===== src/rtl/thresh_bank_defs.svh =====
`ifndef THRESH_BANK_DEFS_SVH
`define THRESH_BANK_DEFS_SVH

// Register indices; the byte address is four times the index.
`define IDX_SIX_SEVEN     6'h2C
`define IDX_EIGHT_NINE    6'h2D
`define IDX_LOW_MAP       6'h2E
`define IDX_MID_MAP       6'h2F
`define IDX_SUPPLY_MAP    6'h30

// Field layout of the two threshold registers.
`define LVL_W             10
`define LVL_HI_LSB        10
`define LVL_LO_LSB        0
`define LVL_RST           10'h000

// Field layout of the selector registers.
`define SEL_W             3
`define LOW_MAP_W         24
`define MID_MAP_W         18
`define SUPPLY_MAP_W      12
`define SUPPLY_MAP_LSB    9
`define MAP_RST_LOW       24'h000000
`define MAP_RST_MID       18'h00000
`define MAP_RST_SUPPLY    12'h000

// Channel counts and encodings.
`define NUM_CHAN          18
`define NUM_LEVELS        8
`define NUM_EXT_LEVELS    6
`define EDGE_RISE_BIT     0
`define EDGE_FALL_BIT     1
`define MODE_COMPARATOR   1'b0
`define MODE_ADC          1'b1

`endif


===== src/rtl/thresh_bank_pkg.sv =====
package thresh_bank_pkg;
`include "thresh_bank_defs.svh"

   typedef logic [`LVL_W-1:0] level_t;

   // State of one comparison channel.
   typedef struct packed {
      level_t level;
      logic   above;
      logic   crossing;
      level_t code;
   } chan_state_s;

   // State of the register bank and its bus slave.
   typedef struct packed {
      logic                     ack;
      logic [31:0]              rdata;
      level_t                   thr6;
      level_t                   thr7;
      level_t                   thr8;
      level_t                   thr9;
      logic [`LOW_MAP_W-1:0]    map_low;
      logic [`MID_MAP_W-1:0]    map_mid;
      logic [`SUPPLY_MAP_W-1:0] map_supply;
   } bank_state_s;

endpackage


===== src/rtl/crossing_channel.sv =====
`timescale 1ns/1ns
`include "thresh_bank_defs.svh"

module crossing_channel (
   input  wire logic                                 clk_i,      // Clock.
   input  wire logic                                 rst_i,      // Reset.
   input  wire thresh_bank_pkg::level_t [`NUM_LEVELS-1:0] levels_i, // Levels.
   input  wire logic [`SEL_W-1:0]                    select_i,   // Pick.
   input  wire thresh_bank_pkg::level_t              sample_i,   // Sample.
   input  wire logic                                 valid_i,    // Strobe.
   input  wire logic [1:0]                           edge_en_i,  // Edges.
   input  wire logic                                 mode_i,     // 1 = ADC.
   output thresh_bank_pkg::level_t                   level_o,    // Level.
   output logic                                      above_o,    // Above.
   output logic                                      crossing_o, // Event.
   output thresh_bank_pkg::level_t                   code_o      // Code.
);

   thresh_bank_pkg::chan_state_s st;
   thresh_bank_pkg::chan_state_s next_st;
   logic                         now_above;

   // Selects the level, compares the sample and flags crossings.
   always_comb begin
      next_st = st;
      next_st.crossing = 1'b0;
      // (RL5) index picks level.
      next_st.level = levels_i[select_i];
      now_above = sample_i > st.level;
      // (RL11) per-input mode.
      if (valid_i && mode_i == `MODE_COMPARATOR) begin
         // (RL10) edge enable gating.
         next_st.crossing =
            (now_above && !st.above && edge_en_i[`EDGE_RISE_BIT]) ||
            (!now_above && st.above && edge_en_i[`EDGE_FALL_BIT]);
         next_st.above = now_above;
      end else if (valid_i) begin
         next_st.code = sample_i;
      end
   end

   // Registers the channel state.
   always_ff @(posedge clk_i) begin
      if (rst_i) begin
         st <= '0;
      end else begin
         st <= next_st;
      end
   end

   assign level_o    = st.level;
   assign above_o    = st.above;
   assign crossing_o = st.crossing;
   assign code_o     = st.code;
endmodule


===== src/rtl/input_threshold_select_bank.sv =====
`timescale 1ns/1ns
`include "thresh_bank_defs.svh"

// Operation
// (RL1) Register 2Ch bits 19..10 hold threshold seven, read/write.
// (RL2) Register 2Ch bits 9..0 hold threshold six, read/write.
// (RL3) Register 2Dh bits 19..10 hold threshold nine, read/write.
// (RL4) Register 2Dh bits 9..0 hold threshold eight, read/write.
// (RL5) A 3-bit selector value n picks threshold n.
// (RL6) Register 2Eh holds selectors for inputs 0..7, three bits each.
// (RL7) Register 2Fh holds inputs 8..11, group A and B; top bits zero.
// (RL8) Register 30h holds supply sense selectors at bits 20..9.
// (RL9) Thresholds six to nine must be programmed before use.
// (RL10) Selected level drives edge events: none, rising, falling or both.
// (RL11) Each input chooses comparator mode (0) or ADC mode (1).
// (RL12) Reads return last written value; reserved bits ignore writes.
module input_threshold_select_bank (
   input  wire logic                 clk_i,          // Clock, 100 MHz.
   input  wire logic                 rst_i,          // Sync reset, high.
   input  wire logic                 wb_cyc_i,       // Bus cycle.
   input  wire logic                 wb_stb_i,       // Bus strobe.
   input  wire logic                 wb_we_i,        // Write enable.
   input  wire logic [7:0]           wb_adr_i,       // Byte address.
   input  wire logic [3:0]           wb_sel_i,       // Byte enables.
   input  wire logic [31:0]          wb_dat_i,       // Write data.
   output logic [31:0]               wb_dat_o,       // Read data.
   output logic                      wb_ack_o,       // Acknowledge.
   input  wire thresh_bank_pkg::level_t [`NUM_EXT_LEVELS-1:0]
                                     thresh_low_i,   // Levels zero..five.
   output thresh_bank_pkg::level_t   threshold_eight_o, // Level eight.
   output thresh_bank_pkg::level_t   threshold_nine_o,  // Level nine.
   input  wire thresh_bank_pkg::level_t [`NUM_CHAN-1:0]
                                     sample_i,       // Channel samples.
   input  wire logic [`NUM_CHAN-1:0] sample_valid_i, // Sample strobes.
   input  wire logic [`NUM_CHAN-1:0][1:0]
                                     edge_en_i,      // Edge enables.
   input  wire logic [`NUM_CHAN-1:0] mode_i,         // 1 = ADC mode.
   output thresh_bank_pkg::level_t [`NUM_CHAN-1:0]
                                     level_o,        // Selected levels.
   output logic [`NUM_CHAN-1:0]      above_o,        // Above levels.
   output logic [`NUM_CHAN-1:0]      crossing_o,     // Crossing pulses.
   output thresh_bank_pkg::level_t [`NUM_CHAN-1:0]
                                     code_o          // ADC codes.
);

   localparam int SEL_TOTAL = `NUM_CHAN * `SEL_W;

   thresh_bank_pkg::bank_state_s st;
   thresh_bank_pkg::bank_state_s next_st;

   logic                       req;
   logic [5:0]                 idx;
   logic [31:0]                mask;
   logic [31:0]                merged;
   logic [SEL_TOTAL-1:0]       all_sel;
   thresh_bank_pkg::level_t [`NUM_LEVELS-1:0] levels;

   // A new request is one not yet acknowledged.
   assign req = wb_cyc_i && wb_stb_i && !st.ack;
   assign idx = wb_adr_i[7:2];

   // Expands byte enables into a bit mask over the write data.
   always_comb begin
      mask = '0;
      for (int b = 0; b < 4; b++) begin
         mask[8*b +: 8] = {8{wb_sel_i[b]}};
      end
   end

   // Merges the enabled bytes with the addressed register's content.
   always_comb begin
      merged = '0;
      case (idx)
         `IDX_SIX_SEVEN: begin
            merged = {12'h000, st.thr7, st.thr6};
         end
         `IDX_EIGHT_NINE: begin
            merged = {12'h000, st.thr9, st.thr8};
         end
         `IDX_LOW_MAP: begin
            merged = {8'h00, st.map_low};
         end
         `IDX_MID_MAP: begin
            merged = {14'h0000, st.map_mid};
         end
         `IDX_SUPPLY_MAP: begin
            merged = {11'h000, st.map_supply, 9'h000};
         end
         default: begin
            merged = '0;
         end
      endcase
      merged = (merged & ~mask) | (wb_dat_i & mask);
   end

   // Bus slave: one-cycle answer, writes land with the acknowledge.
   always_comb begin
      next_st = st;
      next_st.ack = req;
      if (req && !wb_we_i) begin
         // (RL12) read back stored.
         case (idx)
            `IDX_SIX_SEVEN: begin
               next_st.rdata = {12'h000, st.thr7, st.thr6};
            end
            `IDX_EIGHT_NINE: begin
               next_st.rdata = {12'h000, st.thr9, st.thr8};
            end
            `IDX_LOW_MAP: begin
               next_st.rdata = {8'h00, st.map_low};
            end
            `IDX_MID_MAP: begin
               next_st.rdata = {14'h0000, st.map_mid};
            end
            `IDX_SUPPLY_MAP: begin
               next_st.rdata = {11'h000, st.map_supply, 9'h000};
            end
            default: begin
               next_st.rdata = '0;
            end
         endcase
      end
      if (req && wb_we_i) begin
         case (idx)
            `IDX_SIX_SEVEN: begin
               // (RL1) threshold seven field.
               next_st.thr7 = merged[`LVL_HI_LSB +: `LVL_W];
               // (RL2) threshold six field.
               next_st.thr6 = merged[`LVL_LO_LSB +: `LVL_W];
            end
            `IDX_EIGHT_NINE: begin
               // (RL3) threshold nine field.
               next_st.thr9 = merged[`LVL_HI_LSB +: `LVL_W];
               // (RL4) threshold eight field.
               next_st.thr8 = merged[`LVL_LO_LSB +: `LVL_W];
            end
            `IDX_LOW_MAP: begin
               // (RL6) eight input selectors.
               next_st.map_low = merged[`LOW_MAP_W-1:0];
            end
            `IDX_MID_MAP: begin
               // (RL7) reserved bits dropped.
               next_st.map_mid = merged[`MID_MAP_W-1:0];
            end
            `IDX_SUPPLY_MAP: begin
               // (RL8) supply sense selectors.
               next_st.map_supply =
                  merged[`SUPPLY_MAP_LSB +: `SUPPLY_MAP_W];
            end
            default: begin
               next_st.thr6 = st.thr6;
            end
         endcase
      end
   end

   // Registers the bank; the upper levels reset to zero for determinism.
   always_ff @(posedge clk_i) begin
      if (rst_i) begin
         st.ack        <= 1'b0;
         st.rdata      <= '0;
         // (RL9) no promised value.
         st.thr6       <= `LVL_RST;
         st.thr7       <= `LVL_RST;
         st.thr8       <= `LVL_RST;
         st.thr9       <= `LVL_RST;
         st.map_low    <= `MAP_RST_LOW;
         st.map_mid    <= `MAP_RST_MID;
         st.map_supply <= `MAP_RST_SUPPLY;
      end else begin
         st <= next_st;
      end
   end

   assign wb_ack_o          = st.ack;
   assign wb_dat_o          = st.rdata;
   assign threshold_eight_o = st.thr8;
   assign threshold_nine_o  = st.thr9;

   // Selectors in channel order: inputs 0..11, group A, group B, sense.
   assign all_sel = {st.map_supply, st.map_mid, st.map_low};
   assign levels  = {st.thr7, st.thr6, thresh_low_i};

   // One comparison channel per selector.
   for (genvar c = 0; c < `NUM_CHAN; c++) begin : g_chan
      crossing_channel u_chan (
         .clk_i      (clk_i),
         .rst_i      (rst_i),
         .levels_i   (levels),
         .select_i   (all_sel[c*`SEL_W +: `SEL_W]),
         .sample_i   (sample_i[c]),
         .valid_i    (sample_valid_i[c]),
         .edge_en_i  (edge_en_i[c]),
         .mode_i     (mode_i[c]),
         .level_o    (level_o[c]),
         .above_o    (above_o[c]),
         .crossing_o (crossing_o[c]),
         .code_o     (code_o[c])
      );
   end
endmodule


===== config.mk =====
export PLATFORM = sky130hd
export DESIGN_NAME = input_threshold_select_bank
export DESIGN_NICKNAME = d
export VERILOG_FILES = /design/src/rtl/thresh_bank_pkg.sv /design/src/rtl/crossing_channel.sv /design/src/rtl/input_threshold_select_bank.sv
export VERILOG_INCLUDE_DIRS = /design/src /design/src/rtl
export SDC_FILE = /design/constraint.sdc
export NUM_CORES = 1
export LEC_CHECK = 0
export BUFFER_PORTS_ARGS = -buffer_cell sky130_fd_sc_hd__buf_2
export CAP_MARGIN = 20
export CORE_AREA = 2 2 313 315
export DETAILED_ROUTE_END_ITERATION = 8
export DIE_AREA = 0 0 315 317
export PLACE_DENSITY_LB_ADDON = 0.05
export SYNTH_ARGS = -nofsm -noshare
export SYNTH_HDL_FRONTEND = slang
export SYNTH_SLANG_ARGS = --single-unit

===== constraint.sdc =====
create_clock -name clk_i -period 3.6 [get_ports clk_i]
set_input_delay 0.18 -clock clk_i [delete_from_list [all_inputs] [get_ports clk_i]]
set_output_delay 0.18 -clock clk_i [all_outputs]
set_load 0.1 [all_outputs]

### Word-level counts from Yosys, hierarchy flattened

Index checks and enable logic that the tools add are counted.

* logic and storage cells: 390
* bits of input ports: 361
* register bits: 523

* reductions and logical operators: 191
* equality and inequality tests: 5
* $lt $le $gt $ge: 36
* mux-type cells: 37
* bitwise gates (word level): 40

Operators with widths (count)
* binary-select mux 10 bit (select 3 bit): 18
* greater-than comparator 10 bit: 18
* two-way mux 10 bit: 18
* case mux 24 bit (5 select lines): 1
* logical AND 1 bit: 94
* less-than comparator 3 x 4 -> 1 bit, second input constant: 18
* bitwise AND 24 bit: 2
* AND reduction 2 bit: 23
* zero test 1 bit: 38
* inverter 1 bit: 36
* OR reduction 2 bit: 18
* equality test 6 bit, second input constant: 5
* inverter 24 bit: 1
* bitwise OR 24 bit: 1
* logical OR 1 bit: 18

### Logic depth before layout (Yosys ltp)

* depth after elaboration: 5
* mapped depth: 9
* mapped depth without buffers: 7

### Hierarchy

Synthesis repeated with hierarchy kept, for this count alone.

* cell total of the unflattened synthesis: 3343
* area, all modules: 33762.4 um2

By module, submodules not included
* crossing_channel: instances 18, area each 1561.5 um2, seq. area each 440.4 um2, cells an instance 151
* input_threshold_select_bank: instances 1, area each 5655.4 um2, seq. area each 2382.3 um2, cells an instance 625

### Worst setup path after synthesis

Ideal clock, no wire load.

* path type: flip-flop to flip-flop
* start point: register g_chan[16].u_chan.st, in the netlist g_chan[16].u_chan.level_o[3]
* end point: register g_chan[16].u_chan.st, in the netlist g_chan[16].u_chan.crossing_o
* data arrival time: 2.553 ns
* data required time: 3.485 ns
* cell stages (with the launch flop): 8
* path slack: 0.933 ns
* path buffers: 0
* path through: dfxtp_1 > inv_1 > ha_1 > a21o_1 > a21o_1 > a2111o_1 > a21o_1 > a2111oi_0

* word-level cells in the longest chain between the ends: 5
* elaborated cells between the ends (all ways): 7
* those cells by class: 1 x order compare; 6 x reduce/logical

RTL lines
* from (decl): RTL line crossing_channel.sv:19 `thresh_bank_pkg::chan_state_s st;`
* from (signal assigned): RTL line crossing_channel.sv:47 `st <= next_st;`
* greater-than comparator 10 bit (*): RTL line crossing_channel.sv:29 `now_above = sample_i > st.level;`
* zero test 1 bit: RTL line crossing_channel.sv:35 `` (!now_above && st.above && edge_en_i[`EDGE_FALL_BIT]); ``
* logical AND 1 bit (2 in series): RTL line crossing_channel.sv:35
* logical OR 1 bit (*): RTL line crossing_channel.sv:34 `` (now_above && !st.above && edge_en_i[`EDGE_RISE_BIT]) || ``

Every way passes the cells marked *; elsewhere a longest branch is shown, timed or not.
A chain may end at the register's enable or synchronous reset.

### Final worst setup path

* start point: register g_chan[7].u_chan.st, in the netlist g_chan[7].u_chan.level_o[9]
* end point: register g_chan[7].u_chan.st, in the netlist g_chan[7].u_chan.crossing_o

* word-level cells in the longest chain between the ends: 5
* elaborated cells between the ends (all ways): 7
* those cells by class: 1 x order compare; 6 x reduce/logical

RTL lines (RTL line)
* from (decl): crossing_channel.sv:19
* from (signal assigned): crossing_channel.sv:47
* greater-than comparator 10 bit (*): crossing_channel.sv:29
* zero test 1 bit: crossing_channel.sv:35
* logical AND 1 bit (2 in series): crossing_channel.sv:35
* logical OR 1 bit (*): crossing_channel.sv:34

Marks and branches as above.

==> results_dict.tcl <==
set metrics [dict create \
    cts_resized 0 \
    dp.cells 5199 \
    cts_tree "done" \
    avgSynthCellArea_um2 9.665 \
    cp.depth 8 \
    min_path_type "input port to register" \
    wl_per_cell_um 26.48 \
    vias_per_cell 5.524 \
    power.leakage_nw 17.39 \
    finalCritPeriodShare_pct 83.36 \
    drt_iter0_drc 2891 \
    cts_max_path_buffers 3 \
    critPathArrivalTime_ns 3.54 \
    row_count 114 \
    h-tree-depth 3 \
    totalWireLength_um 150400 \
    drive_gt1_share_pct 30.93 \
    synth_cells 3430 \
    max_stage_delay_ns 0.88 \
    grt_max_degree 171 \
    port_buffers 790 \
    coreArea_um2 96280 \
    crit_family "compound AO/OA/AOI/OAI gates" \
    fmax_mhz 333.2 \
    die_w_um 315 \
    grtUsageTotal_pct 29.12 \
    post-route-min-period_ns 3.001 \
    hpwl_um 110200 \
    power_density_nw_per_um2 400.1 \
    critPathSlowestCell "a2111oi_0" \
    synth_edf_count 0 \
    grt_pass1_vias 30518 \
    die-area_um2 99860 \
    clk_pin_slew_ns 0.06 \
    cp-end-kind "register" \
    cts_sinks 515 \
    ioPinCount 810 \
    synth_cell_types 67 \
    ys_ff_latch 515 \
    ys.flop_type "dfxtp_1" \
    seq_area_um2 10310 \
    clkLatencyLatePin_ns 0.64 \
    start_kind "register" \
    cp.buffers_inverters 2 \
    fin_skew_ns 0.02850 \
    root_buffer "clkbuf_16" \
    drt-pass1-iter-count 5 \
    critPathRequiredTime_ns 4.14 \
    power_mw 17.35 \
    cp_cell_sequence "inv_1 > ha_1 > a21oi_1 > o21ai_0 > a2111oi_0 > nor2_1 > mux2_2 > dlygate4sd3_1" \
    area_growth_pct 30.80 \
    rsz0062_at_grt "false" \
    async_flop_share_pct 0 \
    reg2regPathDepth 8 \
    finalHoldViolCount 0 \
    mappedNetlistArea_um2 33150 \
    p_switching_mw 6.098 \
    antenna_found_initial 31 \
    grt_pass1_wl_um 214400 \
    tns_ns 0 \
    crit_type "register to register" \
    cts_inserted_buffers 67 \
    maxCapViolations 0 \
    worst_ir_drop_vdd_v 0.0002627 \
    gp_congestion 0.8779 \
    cp_max_fo 3 \
    maxSlewHeadroom_pct 19.60 \
    route.detailed.drc 0 \
    combPwrFrac_pct 24.5 \
    yosys_warnings 0 \
    clkPwrFrac_pct 40.3 \
    fillerInstances 9591 \
    outcome "complete, no violations" \
    multi_input_area_um2 20460 \
    initial_core_util_pct 34.43 \
    worst_hold_path.num_cells 4 \
    sequentialPowerShare_pct 35.3 \
    die_h_um 317 \
    worst_pin_slew_ns 1.204 \
    setup-violations-final 0 \
    grt-ovfl-total 0 \
    dr_total_vias 31369 \
    final_nets 4872 \
    drtAntennaViolNets 0 \
    fin_cells 5679 \
    finalMaxSlewViolations 0 \
    sw_frac_of_total_pct 35.15 \
    yosysSeqAreaShare_pct 31.10 \
    power.internal_mw 11.25 \
    hold_slack_ns 0.06508 \
]
## through the flow
stage	instance area (um2)	setup slack, ns	utilization, %
after floorplan	33180	0.9329	-
after global placement	37550	1.173	39.00
after detailed placement	37580	1.182	39.03
after CTS	43160	0.6269	44.83
after global routing	43340	0.3361	45.01
final	43360	0.5991	45.03
## routing by layer
metal  track usage (%)  wire length (um)  part of all wire (%)
met3             7.004             13110                   8.7
met2             47.89             71500                    48
met1             37.22             60780                    40
met5            0.4735               114                 0.076
met4             10.44              4851                   3.2
## power by group through the flow
stage | logic [mW] | registers [mW] | clock network, mW
2_1_floorplan | 1.39 | 7.70 | 0
3_3_place_gp | 3.95 | 6.24 | 0
3_5_place_dp | 3.96 | 6.24 | 0
4_1_cts | 4.24 | 6.12 | 7.18
5_1_grt | 4.47 | 6.14 | 7.42
6_report | 4.25 | 6.12 | 6.98
## cells in the mapped netlist (5+ instances only)
cell type	number	area, um2
nor2b_1	26	162.7
a21o_1	17	127.6
nand4_1	52	325.3
inv_1	215	807.0
o21ai_0	47	235.2
nand2b_1	38	237.7
dfxtp_1	515	10310
a211oi_1	19	142.6
a221oi_1	36	315.3
a22o_1	8	70.07
a222oi_1	9	90.09
o21ai_1	6	30.03
mux2_2	7	78.83
mux2i_1	199	1992
and2_1	21	131.4
a21oi_1	257	1286
o221ai_1	8	70.07
mux4_2	360	8108
nor2_1	298	1119
or2_2	5	31.28
o22ai_1	12	75.07
clkbuf_1	244	915.9
a2111oi_0	33	289.0
buf_1	10	37.54
nor3b_1	7	52.55
nand3b_1	9	67.56
buf_2	47	235.2
nand2_1	549	2061
ha_1	180	2252
and3_1	16	100.1
a31oi_1	12	75.07
nor3_1	8	40.04
nand3_1	45	225.2
buf_6	5	56.30
buf_4	49	367.9
## worst reg2reg max path, cell delays in order (launching register included)
cell           delay (ns)
dfxtp_1              0.34
inv_1                0.06
ha_1                 0.29
a21oi_1              0.20
o21ai_0              0.11
a2111oi_0            0.88
nor2_1               0.16
mux2_2               0.31
dlygate4sd3_1        0.54
## repair_timing
| item | CTS | global route |
|---|---|---|
| hold buffers | 333 | 0 |
| buffers inserted | 0 | 0 |
| hold endpoints to repair | 247 | 0 |
## sequential cells by signal (all words and copies together), names as in the netlist
signal,cells
all_sel,54
g_chan.u_chan.above_o,18
g_chan.u_chan.code_o,180
g_chan.u_chan.crossing_o,18
g_chan.u_chan.level_o,180
levels,20
threshold_eight_o,10
threshold_nine_o,10
wb_ack_o,1
wb_dat_o,24
## final cells by class
cell class	instances	share of cell area (%)
Tap cell	1276	3.682
Clock inverter	31	0.8224
Inverter	215	1.861
Sequential cell	515	23.78
Antenna cell	22	0.1270
Timing Repair Buffer	1180	18.17
Multi-Input combinational cell	2352	47.19
Clock buffer	88	4.375
## kinds of logic after synthesis
group                      after synthesis  share of synthesized area, %
DFF                                    515                         31.10
and+or+nand+nor                       1090                         14.24
other                                    1                       0.01131
AOI/OAI and AO/OA                      508                         9.851
buffers and inverters                  570                         7.300
adders and majority gates              180                         6.794
muxes                                  566                         30.71
## layout by cell type (no fill, tap or decap), types with 9 or more instances in the layout
master and instances:
a2111oi_0 33, a211oi_1 19, a21o_1 17, a21oi_1 257, a221oi_1 36, a222oi_1 9
a31oi_1 12, and2_1 21, and3_1 16, buf_2 789, buf_4 47, clkbuf_16 68
clkbuf_8 12, clkinv_2 12, dfxtp_1 515, diode_2 22, dlygate4sd3_1 333, ha_1 180
inv_1 214, mux2i_1 199, mux4_2 360, nand2_1 549, nand2b_1 38, nand3_1 45
nand3b_1 9, nand4_1 52, nor2_1 297, nor2b_1 26, o21ai_0 47, o22ai_1 12
## final timing paths
| check | from | endpoint | slack (ns) |
|---|---|---|---|
| setup reg to reg | g_chan[7].u_chan.level_o[9]$_SDFF_PP0_ | g_chan[7].u_chan.crossing_o$_SDFF_PP0_ | 0.60 |
| hold / removal | mode_i[14] | g_chan[14].u_chan.above_o$_SDFFE_PP0P_ | 0.07 |
| hold reg to reg | wb_dat_o[21]$_SDFFE_PP0P_ | wb_dat_o[21]$_SDFFE_PP0P_ | 0.45 |
| setup / recovery | g_chan[7].u_chan.level_o[9]$_SDFF_PP0_ | g_chan[7].u_chan.crossing_o$_SDFF_PP0_ | 0.60 |
(Power assumes the default switching activity.)
